`src/sdc_pkg.sv`:
```
// Purpose: Shared constants and types for the converter control block
// Assumes: Wishbone classic slave, 32-bit data, byte addresses
// Notes: Synchronized registers hold 16 bits, upper bits read zero
package sdc_pkg;
  localparam int unsigned CLK_HZ = 25_000_000;
  localparam logic [7:0] ADR_MAIN = 8'h00;
  localparam logic [7:0] ADR_EVT = 8'h04;
  localparam logic [7:0] ADR_BUSY = 8'h08;
  localparam logic [7:0] ADR_SYNC0 = 8'h0C;
  localparam logic [7:0] ADR_STATUS = 8'h34;
  localparam logic [7:0] ADR_RESULT = 8'h38;
  // Sync target indexes, also the bit positions in the busy register
  localparam int unsigned NSYNC = 12;
  localparam int unsigned SY_SOFTWARE_RESET_BIT = 0;
  localparam int unsigned SY_ENABLE = 1;
  localparam int unsigned SY_INPUT = 2;
  localparam int unsigned SY_WINDOW_LOWER_THRESHOLD = 5;
  localparam int unsigned SY_WINDOW_UPPER_THRESHOLD = 6;
  localparam int unsigned SY_TRIG = 10;
  localparam int unsigned SY_NONE = 15;
  // Field positions
  localparam int unsigned B_SOFTWARE_RESET_BIT = 0;
  localparam int unsigned B_ENABLE = 1;
  localparam int unsigned B_RUNSTBY = 6;
  localparam int unsigned B_ONREQ = 7;
  localparam int unsigned B_TRIG_FLUSH = 0;
  localparam int unsigned B_TRIG_START = 1;
  localparam logic [15:0] SYNC_RST = 16'h0000;
  localparam logic [5:0] EVT_RST = 6'h00;
  // Analog start-up and conversion timing
  localparam int unsigned STARTUP_NS = 2000;
  localparam int unsigned STARTUP_CYC =
    (STARTUP_NS * (CLK_HZ / 1_000_000) + 999) / 1000;
  localparam int unsigned CONV_CYC = 64;
  typedef struct packed {
    logic winmon_eo;
    logic resrdy_eo;
    logic flush_inv;
    logic start_inv;
    logic flush_ei;
    logic start_ei;
  } sdc_evt_s;
  typedef struct packed {
    logic start;
    logic flush;
  } sdc_evline_s;
  typedef enum logic [1:0] {
    SDC_OFF,
    SDC_WARM,
    SDC_READY,
    SDC_CONV
  } sdc_state_e;
endpackage

```
`src/sdc_ctrl.sv`:
```
// Purpose: Event, sleep and write-synchronization control of a converter
// Assumes: Event lines synchronous to mclk, gclk_tick marks generic clock
// Notes: Generic clock domain is modelled by a tick enable on mclk
// Overview of operation
// - Output events are emitted only while their output enable bit is set.
// - Input events can start a conversion or flush the one in progress.
// - An input event acts only while its input enable bit is one.
// - Input events act on the rising edge by default.
// - Invert enable flips the line before edge detection, giving falling edge.
// - Simultaneous flush and start perform the flush only.
// - Enable off disables; run in standby and on request shape sleep behaviour.
// - With on request set, analog powers down once a conversion completes.
// - On request start wakes the system, conversion follows analog start-up.
// - Synchronized accesses set their busy bit until synchronization ends.
// - A synchronized write while its busy bit is set errors, no effect.
// - Software reset and enable writes are synchronized and report busy.
// - Input, reference, control, window, correction, trigger, analog synced.
//
// Implementation choices: the Wishbone register port and the placing of the registers.
`timescale 1ns/1ns
module sdc_ctrl
  import sdc_pkg::*;
(
  input wire logic mclk,
  input wire logic rst_n,
  input wire logic ce,
  input wire logic gclk_tick,
  input wire logic wb_cyc_i,
  input wire logic wb_stb_i,
  input wire logic wb_we_i,
  input wire logic [7:0] wb_adr_i,
  input wire logic [3:0] wb_sel_i,
  input wire logic [31:0] wb_dat_i,
  output logic [31:0] wb_dat_o,
  output logic wb_ack_o,
  output logic wb_err_o,
  input wire sdc_evline_s evt_in,
  input wire logic sleep_i,
  input wire logic standby_i,
  input wire logic [15:0] sample_i,
  output logic evt_resrdy_o,
  output logic evt_winmon_o,
  output logic wake_req_o,
  output logic analog_on_o,
  output logic converting_o
);
  // Address to sync target, SY_NONE where none
  function automatic logic [3:0] sync_idx(input logic [7:0] a);
    logic [7:0] off;
    off = a - ADR_SYNC0;
    if (a == ADR_MAIN)
      sync_idx = 4'(SY_ENABLE);
    else if (a >= ADR_SYNC0 && a < ADR_STATUS && a[1:0] == 2'b00)
      sync_idx = 4'(SY_INPUT) + 4'(off[7:2]);
    else
      sync_idx = 4'(SY_NONE);
  endfunction

  logic req_acc;
  logic [3:0] widx;
  logic [NSYNC-1:0] busy;
  logic [NSYNC-1:0] wr_go;
  logic [NSYNC-1:0] done;
  logic [15:0] cnv_val [NSYNC];
  logic soft_rst;
  logic [31:0] rd_mux;
  logic collide;
  logic lo_sel;

  // Bus slave
  logic ack_r, ack_nxt, err_r, err_nxt;
  logic [31:0] dat_r, dat_nxt;

  assign req_acc = wb_cyc_i && wb_stb_i && !ack_r && !err_r;
  assign widx = sync_idx(wb_adr_i);
  assign lo_sel = wb_sel_i[0];
  // Main control write touches the enable target unless it collides, and software_reset_bit when that bit is set
  always_comb begin
    collide = 1'b0;
    wr_go = '0;
    if (req_acc && wb_we_i && lo_sel) begin
      if (wb_adr_i == ADR_MAIN) begin
        collide = (wb_dat_i[B_SOFTWARE_RESET_BIT] && busy[SY_SOFTWARE_RESET_BIT]) ||
                  busy[SY_ENABLE];
        if (!collide) begin
          wr_go[SY_SOFTWARE_RESET_BIT] = wb_dat_i[B_SOFTWARE_RESET_BIT];
          wr_go[SY_ENABLE] = 1'b1;
        end
      end else if (widx != 4'(SY_NONE)) begin
        collide = busy[widx];
        if (!collide)
          wr_go[widx] = 1'b1;
      end
    end
  end

  always_comb begin
    ack_nxt = req_acc && !collide;
    err_nxt = req_acc && collide;
    dat_nxt = wb_we_i ? 32'h0000_0000 : rd_mux;
    if (!req_acc)
      dat_nxt = dat_r;
  end

  always_ff @(posedge mclk or negedge rst_n) begin
    if (!rst_n) begin
      ack_r <= 1'b0;
      err_r <= 1'b0;
      dat_r <= 32'h0000_0000;
    end else if (ce) begin
      ack_r <= ack_nxt;
      err_r <= err_nxt;
      dat_r <= dat_nxt;
    end
  end
  assign wb_ack_o = ack_r;
  assign wb_err_o = err_r;
  assign wb_dat_o = dat_r;

  // Write synchronization, one toggle handshake per target
  genvar g;
  generate
    for (g = 0; g < NSYNC; g++) begin : gsync
      logic req_r, req_nxt, cnv_r, cnv_nxt, ackt_r, ackt_nxt;
      logic [15:0] pend_r, pend_nxt, val_r, val_nxt;
      always_comb begin
        req_nxt = req_r;
        pend_nxt = pend_r;
        cnv_nxt = cnv_r;
        val_nxt = val_r;
        ackt_nxt = cnv_r;
        if (wr_go[g]) begin
          req_nxt = !req_r;
          if (g == SY_SOFTWARE_RESET_BIT || g == SY_ENABLE)
            pend_nxt = {15'h0000, wb_dat_i[g]};
          else
            pend_nxt = wb_dat_i[15:0];
        end
        if (gclk_tick && cnv_r != req_r) begin
          cnv_nxt = req_r;
          val_nxt = pend_r;
        end
        if (soft_rst && g != SY_SOFTWARE_RESET_BIT) begin
          req_nxt = 1'b0;
          cnv_nxt = 1'b0;
          ackt_nxt = 1'b0;
          val_nxt = SYNC_RST;
          pend_nxt = SYNC_RST;
        end
      end
      always_ff @(posedge mclk or negedge rst_n) begin
        if (!rst_n) begin
          req_r <= 1'b0;
          cnv_r <= 1'b0;
          ackt_r <= 1'b0;
          pend_r <= SYNC_RST;
          val_r <= SYNC_RST;
        end else if (ce) begin
          req_r <= req_nxt;
          cnv_r <= cnv_nxt;
          ackt_r <= ackt_nxt;
          pend_r <= pend_nxt;
          val_r <= val_nxt;
        end
      end
      // Busy holds from the write until the acknowledge returns
      assign busy[g] = req_r != ackt_r;
      assign done[g] = gclk_tick && cnv_r != req_r;
      assign cnv_val[g] = val_r;
    end
  endgenerate

  // Software reset lands when its request reaches the converter side
  assign soft_rst = done[SY_SOFTWARE_RESET_BIT] && gclk_tick &&
                    gsync[SY_SOFTWARE_RESET_BIT].pend_r[0];

  // Event control and sleep bits are not synchronized
  logic [5:0] evt_r, evt_nxt;
  logic runstby_r, runstby_nxt, onreq_r, onreq_nxt;
  sdc_evt_s ev;
  assign ev = sdc_evt_s'(evt_r);
  always_comb begin
    evt_nxt = evt_r;
    runstby_nxt = runstby_r;
    onreq_nxt = onreq_r;
    if (req_acc && wb_we_i && lo_sel && !collide) begin
      if (wb_adr_i == ADR_EVT)
        evt_nxt = wb_dat_i[5:0];
      if (wb_adr_i == ADR_MAIN) begin
        runstby_nxt = wb_dat_i[B_RUNSTBY];
        onreq_nxt = wb_dat_i[B_ONREQ];
      end
    end
    if (soft_rst) begin
      evt_nxt = EVT_RST;
      runstby_nxt = 1'b0;
      onreq_nxt = 1'b0;
    end
  end
  always_ff @(posedge mclk or negedge rst_n) begin
    if (!rst_n) begin
      evt_r <= EVT_RST;
      runstby_r <= 1'b0;
      onreq_r <= 1'b0;
    end else if (ce) begin
      evt_r <= evt_nxt;
      runstby_r <= runstby_nxt;
      onreq_r <= onreq_nxt;
    end
  end

  // Input event edges; channels are synchronous to mclk upstream
  sdc_evline_s ev_lvl, ev_prev_r;
  logic ev_start, ev_flush, sw_start, sw_flush, go_start, go_flush;
  assign ev_lvl.start = evt_in.start ^ ev.start_inv;
  assign ev_lvl.flush = evt_in.flush ^ ev.flush_inv;
  assign ev_start = ev_lvl.start && !ev_prev_r.start &&
                    ev.start_ei;
  assign ev_flush = ev_lvl.flush && !ev_prev_r.flush &&
                    ev.flush_ei;
  // Software trigger acts as its write lands on the converter side
  assign sw_start = done[SY_TRIG] && gsync[SY_TRIG].pend_r[B_TRIG_START];
  assign sw_flush = done[SY_TRIG] && gsync[SY_TRIG].pend_r[B_TRIG_FLUSH];
  assign go_flush = ev_flush || sw_flush;
  assign go_start = (ev_start || sw_start) && !go_flush;
  always_ff @(posedge mclk or negedge rst_n) begin
    if (!rst_n)
      ev_prev_r <= '0;
    else if (ce)
      ev_prev_r <= ev_lvl;
  end

  // Conversion sequencer
  logic enabled, running;
  sdc_state_e st_r, st_nxt;
  logic [15:0] cnt_r, cnt_nxt;
  logic pend_r, pend_nxt;
  logic wake_r, wake_nxt, rdy_r, rdy_nxt, win_r, win_nxt;
  logic [15:0] res_r, res_nxt;
  assign enabled = cnv_val[SY_ENABLE][0];
  // Standby stops the converter unless run in standby is set
  assign running = enabled && (!standby_i || runstby_r);
  always_comb begin
    st_nxt = st_r;
    cnt_nxt = cnt_r;
    pend_nxt = pend_r;
    wake_nxt = 1'b0;
    rdy_nxt = 1'b0;
    win_nxt = 1'b0;
    res_nxt = res_r;
    if (go_start && running) begin
      pend_nxt = 1'b1;
      wake_nxt = onreq_r && sleep_i;
    end
    if (go_flush)
      pend_nxt = 1'b0;
    case (st_r)
      SDC_OFF: begin
        if (running && (!onreq_r || pend_nxt)) begin
          st_nxt = SDC_WARM;
          cnt_nxt = 16'(STARTUP_CYC);
        end
      end
      SDC_WARM: begin
        if (cnt_r > 16'h0001)
          cnt_nxt = cnt_r - 16'h0001;
        else
          st_nxt = SDC_READY;
      end
      SDC_READY: begin
        if (pend_nxt) begin
          st_nxt = SDC_CONV;
          cnt_nxt = 16'(CONV_CYC);
          pend_nxt = 1'b0;
        end else if (onreq_r) begin
          st_nxt = SDC_OFF;
        end
      end
      SDC_CONV: begin
        if (go_flush) begin
          st_nxt = onreq_r ? SDC_OFF : SDC_READY;
        end else if (cnt_r > 16'h0001) begin
          cnt_nxt = cnt_r - 16'h0001;
        end else begin
          res_nxt = sample_i;
          rdy_nxt = ev.resrdy_eo;
          win_nxt = ev.winmon_eo &&
                    (sample_i < cnv_val[SY_WINDOW_LOWER_THRESHOLD] ||
                     sample_i > cnv_val[SY_WINDOW_UPPER_THRESHOLD]);
          st_nxt = onreq_r ? SDC_OFF : SDC_READY;
        end
      end
      default: st_nxt = SDC_OFF;
    endcase
    if (!running && st_r != SDC_OFF) begin
      st_nxt = SDC_OFF;
      pend_nxt = 1'b0;
    end
    if (soft_rst) begin
      st_nxt = SDC_OFF;
      pend_nxt = 1'b0;
      res_nxt = 16'h0000;
    end
  end
  always_ff @(posedge mclk or negedge rst_n) begin
    if (!rst_n) begin
      st_r <= SDC_OFF;
      cnt_r <= 16'h0000;
      pend_r <= 1'b0;
      wake_r <= 1'b0;
      rdy_r <= 1'b0;
      win_r <= 1'b0;
      res_r <= 16'h0000;
    end else if (ce) begin
      st_r <= st_nxt;
      cnt_r <= cnt_nxt;
      pend_r <= pend_nxt;
      wake_r <= wake_nxt;
      rdy_r <= rdy_nxt;
      win_r <= win_nxt;
      res_r <= res_nxt;
    end
  end
  assign evt_resrdy_o = rdy_r;
  assign evt_winmon_o = win_r;
  assign wake_req_o = wake_r;
  assign analog_on_o = st_r != SDC_OFF;
  assign converting_o = st_r == SDC_CONV;

  // Read mux; synced values read back only after synchronization
  always_comb begin
    rd_mux = 32'h0000_0000;
    if (wb_adr_i == ADR_MAIN) begin
      rd_mux[B_ENABLE] = enabled;
      rd_mux[B_SOFTWARE_RESET_BIT] = busy[SY_SOFTWARE_RESET_BIT];
      rd_mux[B_RUNSTBY] = runstby_r;
      rd_mux[B_ONREQ] = onreq_r;
    end else if (wb_adr_i == ADR_EVT) begin
      rd_mux[5:0] = evt_r;
    end else if (wb_adr_i == ADR_BUSY) begin
      rd_mux[NSYNC-1:0] = busy;
    end else if (wb_adr_i == ADR_STATUS) begin
      rd_mux[3:0] = {running, pend_r, analog_on_o, converting_o};
    end else if (wb_adr_i == ADR_RESULT) begin
      rd_mux[15:0] = res_r;
    end else if (widx != 4'(SY_NONE)) begin
      rd_mux[15:0] = cnv_val[widx];
    end
  end
endmodule

```
`config.mk`:
```
export PLATFORM = sky130hd
export DESIGN_NAME = sdc_ctrl
export DESIGN_NICKNAME = d
export VERILOG_FILES = /design/src/sdc_pkg.sv /design/src/sdc_ctrl.sv
export SDC_FILE = /design/constraint.sdc
export NUM_CORES = 1
export LEC_CHECK = 0
export ABC_AREA = 1
export BUFFER_PORTS_ARGS = -buffer_cell sky130_fd_sc_hd__clkbuf_2
export CAP_MARGIN = 5
export CORE_MARGIN = 3
export CORE_UTILIZATION = 56
export DETAILED_ROUTE_END_ITERATION = 16
export PLACE_DENSITY_LB_ADDON = 0.1
export SYNTH_ARGS = -nofsm -noshare
export SYNTH_HDL_FRONTEND = slang
export SYNTH_SLANG_ARGS = --single-unit
```
`constraint.sdc`:
```
create_clock -name mclk -period 2.1 [get_ports mclk]
set_input_delay 0.21 -clock mclk [delete_from_list [all_inputs] [get_ports mclk]]
set_output_delay 0.21 -clock mclk [all_outputs]
set_load 0.02 [all_outputs]
```
# Word level (Yosys, flattened, before mapping)
# Cells that the tools add are included.
[totals]
word_cells = 430
inputBits = 71
reg_bits = 472
out_inout_bits = 39
[op_classes]
n_mux = 174
order_cmp = 8
n_eq_ne = 41
n_reduce_logical = 126
bitwise = 3
n_addsub = 3
[ops]
columns = ["operator", "count"]
rows = [
  ["16-bit two-way mux", 61],
  ["1-bit two-way mux", 78],
  ["16-bit binary-select mux with 4-bit select", 1],
  ["16-bit case mux with 4 select lines", 1],
  ["12-bit two-way mux", 5],
  ["2-bit nonzero test", 27],
  ["2-bit AND reduction", 25],
  ["1-bit logical AND", 39],
  ["2-bit two-way mux", 13],
  ["6-bit two-way mux", 4],
  ["1-bit != test", 24],
  ["1-bit zero test", 21],
  ["10-bit two-way mux", 2],
  ["4-bit two-way mux", 5],
  ["8-bit by 6-bit == test with 1-bit output (second input constant)", 2],
  ["16-bit by 1-bit > comparator with 1-bit output (second input constant)", 1],
  ["16-bit > comparator", 1],
  ["16-bit less-than comparator", 1],
  ["16-bit by 1-bit subtractor with 16-bit output (second input constant)", 1],
  ["4-bit != test (second input constant)", 3],
  ["2-bit != test (second input constant)", 5],
  ["8-bit by 3-bit == test with 1-bit output (second input constant)", 1],
  ["8-bit by 4-bit == test with 1-bit output (second input constant)", 1],
  ["8-bit by 4-bit >= comparator with 1-bit output (second input constant)", 1],
  ["other kinds (22)", 32],
]

# Logic depth before layout (Yosys ltp)
# Gate-level depths: netlist (run 1).
[depth]
depth_word = 20
mapped_depth = 23
ltp_nobuf = 22

# Worst setup path before layout (run 1)
# No wires, ideal clock.
[synth_path]
path_kind = "in2reg"
from = "input wb_adr_i[2]"
to = "register gsync[4].pend_r[10]"
required_ps = 1974
path_slack_ps = -554
setup_ps = 126
path_buffers = 2
arrival_ps = 2528
stages = 19
path_cell_list = "buf_2 > inv_1 > ha_1 > ha_1 > xnor2_1 > xnor2_1 > nor2_2 > nor2_8 > nand2_2 > inv_2 > nand2_1 > inv_2 > nand3_2 > nand4_1 > inv_2 > nand2_1 > nand2_2 > buf_4 > a21oi_2"
[synth_via]
elab_chain_cells = 15
word_cells_on_any_way = 23
classes_between = "add/sub: 2; order compare: 4; eq/ne: 1; mux: 10; reduce/logical: 6"
[synth_lines]
columns = ["element", "line_no", "rtl"]
rows = [
  ["start, declared", "sdc_ctrl.sv:31", "input wire logic [7:0] wb_adr_i,"],
  ["parallel branches: the longest is 11 deep, another holds 6-bit by 4-bit subtractor with 6-bit output", "-", ""],
  ["10-bit two-way mux *", "sdc_ctrl.sv:82", "if (wb_adr_i == ADR_MAIN) begin"],
  ["12-bit two-way mux *", "sdc_ctrl.sv:81", "if (req_acc && wb_we_i && lo_sel) begin"],
  ["2-bit nonzero test (no line) *", "-", ""],
  ["2-bit AND reduction (no line) *", "-", ""],
  ["end signal, assigned", "sdc_ctrl.sv:162", "pend_r <= pend_nxt;"],
  ["end, declared", "sdc_ctrl.sv:125", "logic [15:0] pend_r, pend_nxt, val_r, val_nxt;"],
]
# Every way passes the cells marked *. The select of a mux whose other input is x is not followed.
# A chain may end at the register's enable or synchronous reset.

# Worst setup path in the final report (run 1)
[layout_path]
from = "register cnt_r[7]"
to = "register res_r[0]"
[layout_via]
elab_chain_cells = 3
[layout_lines]
columns = ["element", "line_no", "rtl"]
rows = [
  ["start, declared", "sdc_ctrl.sv:236", "logic [15:0] cnt_r, cnt_nxt;"],
  ["start signal, assigned", "sdc_ctrl.sv:316", "cnt_r <= cnt_nxt;"],
  ["16-bit by 1-bit > comparator with 1-bit output", "sdc_ctrl.sv:282", "end else if (cnt_r > 16'h0001) begin"],
  ["2-bit != test (no line)", "-", ""],
  ["4-bit AND reduction (no line)", "-", ""],
  ["end signal, assigned", "sdc_ctrl.sv:321", "res_r <= res_nxt;"],
  ["end, declared", "sdc_ctrl.sv:239", "logic [15:0] res_r, res_nxt;"],
]
# Every way passes these cells.

==> flow_metrics.env, run 1 <==
export IMPL_layout_setup_ws_ns=-0.1434
export IMPL_worst_ir_drop_vdd_mv=0.7095
export IMPL_grt_util_met1_pct=49.34
export IMPL_post_synth_top_area_cell="dfrtp_1"
export IMPL_htreeDepth=2
export IMPL_asyncSetResetFlopFracSynth_pct=100.0
export IMPL_antenna_left=0
export IMPL_synthesis_instances=2410
export IMPL_grt_total_usage_pct=35.89
export IMPL_ys_warn_count=0
export IMPL_dieHeight_um=196.6
export IMPL_synth_enable_flop_cells=0
export IMPL_violated_checks="negative setup slack"
export IMPL_fp_coreArea_mm2=0.03566
export IMPL_holdPathEnd="ev_prev_r[1]$_DFFE_PN0P_"
export IMPL_synth_top_cells_by_area="dfrtp_1 52%, nand2_1 8.9%, nand3_1 4.9%"
export IMPL_number_of_maximum_capacitance_constraint_violations=0
export IMPL_min_period_over_period_pct=106.8
export IMPL_clock_tree_skew_after_final_layout_ns=0.01540
export IMPL_pre_cts_ws_ns=-0.9968
export IMPL_antennaDiodeCount=0
export IMPL_power_mw=25.70
export IMPL_first_global_vias=18330
export IMPL_compound_cell_area_share_of_the_yosys_netlist_pct=15.21
export IMPL_post_cts_clock_slew_at_the_launch_and_capture_registers_of_the_worst_setup_and_hold_paths_ns=0.06
export IMPL_route_vias_total=19880
export IMPL_drtPass1Iterations=6
export IMPL_post_dp_hpwl_um=47750
export IMPL_global_route_wire_length_before_repair_um=106400
export IMPL_critical_path_peak_fanout=7
export IMPL_fin_nets=2869
export IMPL_global_route_peak_usage_layer="met2"
export IMPL_synth_commonest_cells="481 x nand2_1, 426 x dfrtp_1, 255 x inv_1"
export IMPL_worstSetupPathType="register to register"
export IMPL_largest_net_degree_at_the_start_of_global_routing=66
export IMPL_setup_viol=172
export IMPL_finalWirelength_um=76420
export IMPL_timing_rr_end="res_r[0]$_DFFE_PN0P_"
export IMPL_ff2ff_setup_slack_ns=-0.14
export IMPL_route_detailed_drc=0
export IMPL_start_kind="register"
export IMPL_share_of_synthesized_area_spent_on_multiplexers_pct=0
export IMPL_wl_per_cell_um=23.51
export IMPL_min_from="evt_in[1]"
export IMPL_floorplan_die_area_mm2=0.03864
export IMPL_grt_met2_usage_pct=56.01
export IMPL_grt_util_met3_pct=6.462
export IMPL_floorplan_initialDensity_pct=57.04
export IMPL_synthesized_area_per_cell_um2=8.439
export IMPL_worstRegToRegCells=13
export IMPL_dominant_combinational_cell_family_by_area_after_synthesis="simple AND/OR/NAND/NOR gates"
export IMPL_grt_setup_unrepaired="yes"
export IMPL_globalRoute_totalOverflow=0
export IMPL_place_detailed_instances=3063
export IMPL_final_period_minus_worst_setup_slack_ns=2.243
export IMPL_synth_adder_area_share_pct=2.399
export IMPL_critPathRequiredTime_ns=2.56
export IMPL_finalNonFillerCells=3251
export IMPL_worstMarginPinSlew_ns=0.5844
export IMPL_setup_tns_ns=-9.098
export IMPL_synth_seq_cells=426
export IMPL_worst_skew_pair_late_latency_ns=0.59
export IMPL_die_width_um=196.6
export IMPL_drt_iter0_markers=2285
export IMPL_ys_flop_type="dfrtp_1"
export IMPL_post_synth_and_or_nand_nor_area_fraction_pct=20.39
export IMPL_min_delay_path_depth=3
export IMPL_rows=69
export IMPL_port_buffers=74
export IMPL_final_max_slew_violation_count=0
export IMPL_synth_area_mm2=0.02034
export IMPL_synthXorXnorAreaFrac_pct=1.206
export IMPL_outcome="finished with violations"
export IMPL_place_congestion=1.059
export IMPL_drive_above_1_share_pct=33.58
export IMPL_critPathCaptureType="register"
export IMPL_max_slew_margin_pct=60.89
export IMPL_top_level_ports=110
export IMPL_cts_buf_count=46
export IMPL_vias_per_cell=6.115
export IMPL_antenna_found_initial=0
export IMPL_synth_seq_area_share_pct=52.41
export IMPL_clock_sinks=426
export IMPL_maxClockFrequency_mhz=445.7
export IMPL_final_hold_viol_count=0
export IMPL_area_growth_pct=39.62
export IMPL_hold_ws_ns=0.03942
export IMPL_synth_largest_type_area_fraction_pct=52.41
export IMPL_leakage_nw=13.71
export IMPL_cts_root_to_sink_buffers=3
export IMPL_arrival_time_of_data_at_the_critical_path_endpoint_ns=2.71
export IMPL_library_cell_with_the_highest_instance_count_after_synthesis="nand2_1"
export IMPL_cts_root_buf="clkbuf_16"
export IMPL_hold_path_class="input pin to register"
export IMPL_cts_tree="yes"
export IMPL_netlist_cell_type_count=51
export IMPL_reg2reg_from="cnt_r[7]$_DFFE_PN0P_"
export IMPL_p_per_area_mw_per_mm2=904.9
==> timing repair <==
item                                    4_1_cts  5_1_grt
gates cloned                                  7       28
pin swaps                                    34       76
endpoints found under the setup margin      226      305
hold buffers                                 22        0
endpoints found under the hold margin       107        0
gates resized for setup                     103      476
buffers inserted                             33       28
==> kinds of logic (layout without fill, tap and decap cells) <==
group,Yosys count,after routing
and+or+nand+nor,948,950
AOI/OAI and AO/OA,562,562
DFF,426,426
buffers and inverters,406,769
adders and majority gates,39,39
xor gates and xnor gates,28,28
other,1,16
==> area by class of cell <==
cell class                 count  area [um2]
sequential                   426       10660
timing repair buffer         418        4324
fill                        2273        7258
tap                          461       576.8
inverter                     272        1059
multi-input combinational   1595       10210
clock inverter                10       152.6
clock buffer                  69        1411
==> worst max path at each step <==
stage	from	end	cells past startpoint
6_report	cnt_r[7]$_DFFE_PN0P_	res_r[0]$_DFFE_PN0P_	13
4_1_cts	gsync[7].req_r$_DFFE_PN0P_	gsync[5].pend_r[10]$_DFFE_PN0P_	14
5_1_grt	gsync[0].req_r$_DFFE_PN0P_	gsync[11].pend_r[0]$_DFFE_PN0P_	13
2_1_floorplan	wb_adr_i[2]	gsync[4].pend_r[4]$_DFFE_PN0P_	20
3_5_place_dp	wb_adr_i[3]	wb_dat_o[1]$_DFFE_PN0P_	22
3_3_place_gp	wb_adr_i[3]	wb_dat_o[1]$_DFFE_PN0P_	22
==> critical path, cell delays in order, from the launching register on <==
cell     delay, ns
dfrtp_1       0.40
nor2_2        0.16
nand2_2       0.09
inv_2         0.06
nand4_1       0.10
nor4_2        0.32
buf_4         0.18
inv_4         0.04
buf_6         0.11
nor3_4        0.23
inv_4         0.10
buf_8         0.17
nand3_2       0.08
o31ai_4       0.07
==> cells in the final DEF (no fill, tap or decap), types with 34 or more instances in the layout <==
cell type  Yosys  final
clkbuf_16      0     68
nand3_1      201    172
a21oi_2       10    102
o21ai_1       58     49
nand2_1      481    394
nor2_4         5     78
o21ai_0      201    168
nand2_2       15     66
buf_12         0     55
a21oi_1      162     68
nor2_1       175     74
inv_1        255    241
o21ai_2        5     39
buf_4         30    204
clkbuf_2       0     70
buf_6          3     34
dfrtp_1      426    426
o22ai_1       89     85
==> routing by layer <==
metal	wire, um	vias to the layer above
met5	0	-
met4	4540	0
met3	8627	289
met2	35010	1247
met1	28240	9678
li1	-	8667
==> power breakdown <==
| group | total, mW | internal, mW | leakage, nW | switching, mW |
|---|---|---|---|---|
| combinational | 6.39 | 2.56 | 7.54 | 3.83 |
| clock | 8.48 | 5.10 | 0.770 | 3.38 |
| sequential | 10.8 | 9.81 | 5.41 | 1.01 |
==> stage by stage <==
step | cell area (um2) | utilization (%)
2_1_floorplan | 20810 | -
3_3_place_gp | 23290 | 65.31
3_5_place_dp | 23290 | 65.31
4_1_cts | 25890 | 72.61
5_1_grt | 28400 | 79.64
6_report | 28400 | 79.64
==> flip-flops by register name, summed over array words and instances, names as in the netlist <==
register        cells
cnt_r              16
ev                  6
ev_prev_r           2
evt_resrdy_o        1
evt_winmon_o        1
gsync.ackt_nxt      1
gsync.ackt_r       12
gsync.cnv_r        11
gsync.pend_r      162
gsync.req_r        12
gsync.val_r       162
onreq_r             1
pend_r              1
res_r              16
runstby_r           1
st_r                2
wake_req_o          1
wb_ack_o            1
wb_dat_o           16
wb_err_o            1
Note: power is estimated with default switching activity, not from simulation.
==> run 2: changes to the inputs <==
--- a/config.mk
+++ b/config.mk
@@ -9,7 +9,7 @@
 export BUFFER_PORTS_ARGS = -buffer_cell sky130_fd_sc_hd__clkbuf_2
 export CAP_MARGIN = 5
 export CORE_MARGIN = 3
-export CORE_UTILIZATION = 56
+export CORE_UTILIZATION = 38
 export DETAILED_ROUTE_END_ITERATION = 16
 export PLACE_DENSITY_LB_ADDON = 0.1
 export SYNTH_ARGS = -nofsm -noshare
==> flow_metrics.env, run 2 (synthesized netlist as in run 1, its figures left out) <==
export IMPL_route_detailed_drc=0
export IMPL_grt_total_usage_pct=26.33
export IMPL_cp_cell_sequence="buf_12, ha_4, xnor2_4, ha_4, xnor2_4, xnor2_2, nor2_4, nor2_8, buf_6, buf_6, buf_6, nand2_4, o21ai_4, nor2_4, buf_6, nand4_1, nand2_1, nand2_1, nand2_1, nand2_1, nand2_1"
export IMPL_violated_checks="negative setup slack"
export IMPL_place_congestion=0.9695
export IMPL_p_per_area_mw_per_mm2=871.3
export IMPL_cp_slowest_cell="nand4_1"
export IMPL_holdPathEnd="gsync[5].pend_r[11]$_DFFE_PN0P_"
export IMPL_wl_per_cell_um=23.01
export IMPL_layout_setup_ws_ns=-0.2061
export IMPL_crit_path_max_incr_delay_ns=0.23
export IMPL_reg2reg_from="wb_ack_o$_DFFE_PN0P_"
export IMPL_drtPass1Iterations=5
export IMPL_post_cts_clock_slew_at_the_launch_and_capture_registers_of_the_worst_setup_and_hold_paths_ns=0.06
export IMPL_hold_path_class="input pin to register"
export IMPL_floorplan_die_area_mm2=0.05633
export IMPL_ff2ff_setup_slack_ns=-0.14
export IMPL_final_period_minus_worst_setup_slack_ns=2.306
export IMPL_pre_cts_ws_ns=-0.8609
export IMPL_global_route_wire_length_before_repair_um=112500
export IMPL_min_period_over_period_pct=109.8
export IMPL_setup_tns_ns=-12.51
export IMPL_post_dp_hpwl_um=52620
export IMPL_htreeDepth=2
export IMPL_first_global_vias=18010
export IMPL_worstSetupPathType="input pin to register"
export IMPL_fp_coreArea_mm2=0.05276
export IMPL_min_from="wb_dat_i[11]"
export IMPL_critical_path_buf_inv_count=5
export IMPL_arrival_time_of_data_at_the_critical_path_endpoint_ns=2.85
export IMPL_worstRegToRegCells=14
export IMPL_final_max_slew_violation_count=0
export IMPL_leakage_nw=14.47
export IMPL_worst_path_dominant_cell_family="simple AND/OR/NAND/NOR gates"
export IMPL_grt_setup_unrepaired="yes"
export IMPL_worst_ir_drop_vdd_mv=0.5933
export IMPL_top_level_ports=110
export IMPL_reg_largest_list="gsync.pend_r x162, gsync.val_r x162"
export IMPL_antennaDiodeCount=0
export IMPL_outcome="finished with violations"
export IMPL_vias_per_cell=5.422
export IMPL_fin_nets=2964
export IMPL_critPathRequiredTime_ns=2.64
export IMPL_cts_buf_count=50
export IMPL_finalWirelength_um=82250
export IMPL_timing_rr_end="gsync[2].pend_r[14]$_DFFE_PN0P_"
export IMPL_start_kind="input pin"
export IMPL_layout_cells_most_common_list="426 x dfrtp_1, 384 x nand2_1, 240 x inv_1, 233 x buf_4, 154 x o21ai_0"
export IMPL_clock_sinks=426
export IMPL_cts_root_buf="clkbuf_16"
export IMPL_globalRoute_totalOverflow=0
export IMPL_dieHeight_um=237.3
export IMPL_floorplan_initialDensity_pct=38.55
export IMPL_critPathCaptureType="register"
export IMPL_setup_viol=171
export IMPL_antenna_left=0
export IMPL_max_slew_margin_pct=54.43
export IMPL_cts_tree="yes"
export IMPL_mostFrequentLayoutCell="dfrtp_1"
export IMPL_cts_root_to_sink_buffers=3
export IMPL_rows=84
export IMPL_die_width_um=237.3
export IMPL_number_of_maximum_capacitance_constraint_violations=0
export IMPL_min_delay_path_depth=4
export IMPL_port_buffers=74
export IMPL_power_mw=26.52
export IMPL_area_growth_pct=49.65
export IMPL_maxClockFrequency_mhz=433.6
export IMPL_drive_above_1_share_pct=37.49
export IMPL_critical_path_peak_fanout=6
export IMPL_clock_tree_skew_after_final_layout_ns=0.01106
export IMPL_worstMarginPinSlew_ns=0.6764
export IMPL_drt_iter0_markers=1819
export IMPL_route_vias_total=19380
export IMPL_final_hold_viol_count=0
export IMPL_largest_net_degree_at_the_start_of_global_routing=62
export IMPL_crit_path_frequent_cell="nand2_1"
export IMPL_antenna_found_initial=0
export IMPL_worst_skew_pair_late_latency_ns=0.60
run 2: timing repair:
item,CTS,global route
gates resized for setup,75,644
pin swaps,28,152
hold endpoints to repair,237,0
buffers inserted,57,53
setup endpoints to repair,230,297
hold buffers,23,0
cloned,10,40
run 2: power breakdown:
part / total [mW] / switching, mW / leakage, nW / internal, mW
registers: 10.8 / 0.994 / 5.41 / 9.81
logic: 7.00 / 4.08 / 8.28 / 2.92
clock network: 8.71 / 3.59 / 0.776 / 5.12
total: 26.5 / 8.66 / 14.5 / 17.9
run 2: layout make-up:
cell class,count,area (um2)
repair buffers,508,5568
clock inverters,12,163.9
flip-flops and latches,426,10660
well taps,688,860.8
clock buffers,72,1445
multi-input cells,1596,10660
fillers,4597,22320
inverters,272,1079
run 2: through the flow:
| stage | instances | utilization [%] | cell area (um2) | hold WS, ns |
|---|---|---|---|---|
| floorplan | 2425 | - | 20810 | -0.08559 |
| global placement | 3327 | 45.54 | 24030 | 0.1726 |
| detailed placement | 3327 | 45.54 | 24030 | 0.1712 |
| CTS | 3501 | 51.00 | 26910 | 0.002752 |
| global route | 3574 | 57.69 | 30440 | 0.04166 |
| finish | 3574 | 57.69 | 30440 | 0.03706 |
run 2: how the worst max path moves through the flow:
stage | start | endpoint | slack, ns | cells past startpoint
detailed placement | wb_adr_i[3] | wb_dat_o[13]$_DFFE_PN0P_ | -0.86 | 18
floorplan | wb_adr_i[2] | gsync[4].pend_r[4]$_DFFE_PN0P_ | -0.27 | 20
finish | wb_adr_i[3] | wb_dat_o[4]$_DFFE_PN0P_ | -0.21 | 21
global placement | wb_adr_i[3] | wb_dat_o[13]$_DFFE_PN0P_ | -0.82 | 18
global route | wb_ack_o$_DFFE_PN0P_ | gsync[2].pend_r[8]$_DFFE_PN0P_ | -0.25 | 14
CTS | cnt_r[0]$_DFFE_PN0P_ | cnt_r[3]$_DFFE_PN0P_ | -0.04 | 15
run 2: worst reg2reg max path, delay by kind of cell, from the launching register on:
| kind | cells | cell delay, ns |
|---|---|---|
| AO/OA/AOI/OAI | 1 | 0.07 |
| buffers and inverters | 6 | 0.66 |
| flip-flops | 1 | 0.41 |
| AND/OR/NAND/NOR | 7 | 1.05 |
run 2: layer usage:
metal | wire length [um] | GRT usage [%] | part of all wire [%] | vias up
li1 | - | - | - | 8886
met1 | 36150 | 36.88 | 44 | 9657
met2 | 37290 | 41.12 | 45 | 686
met3 | 5988 | 5.035 | 7.3 | 146
met4 | 2752 | 9.218 | 3.3 | 2
met5 | 67 | 0 | 0.081 | -
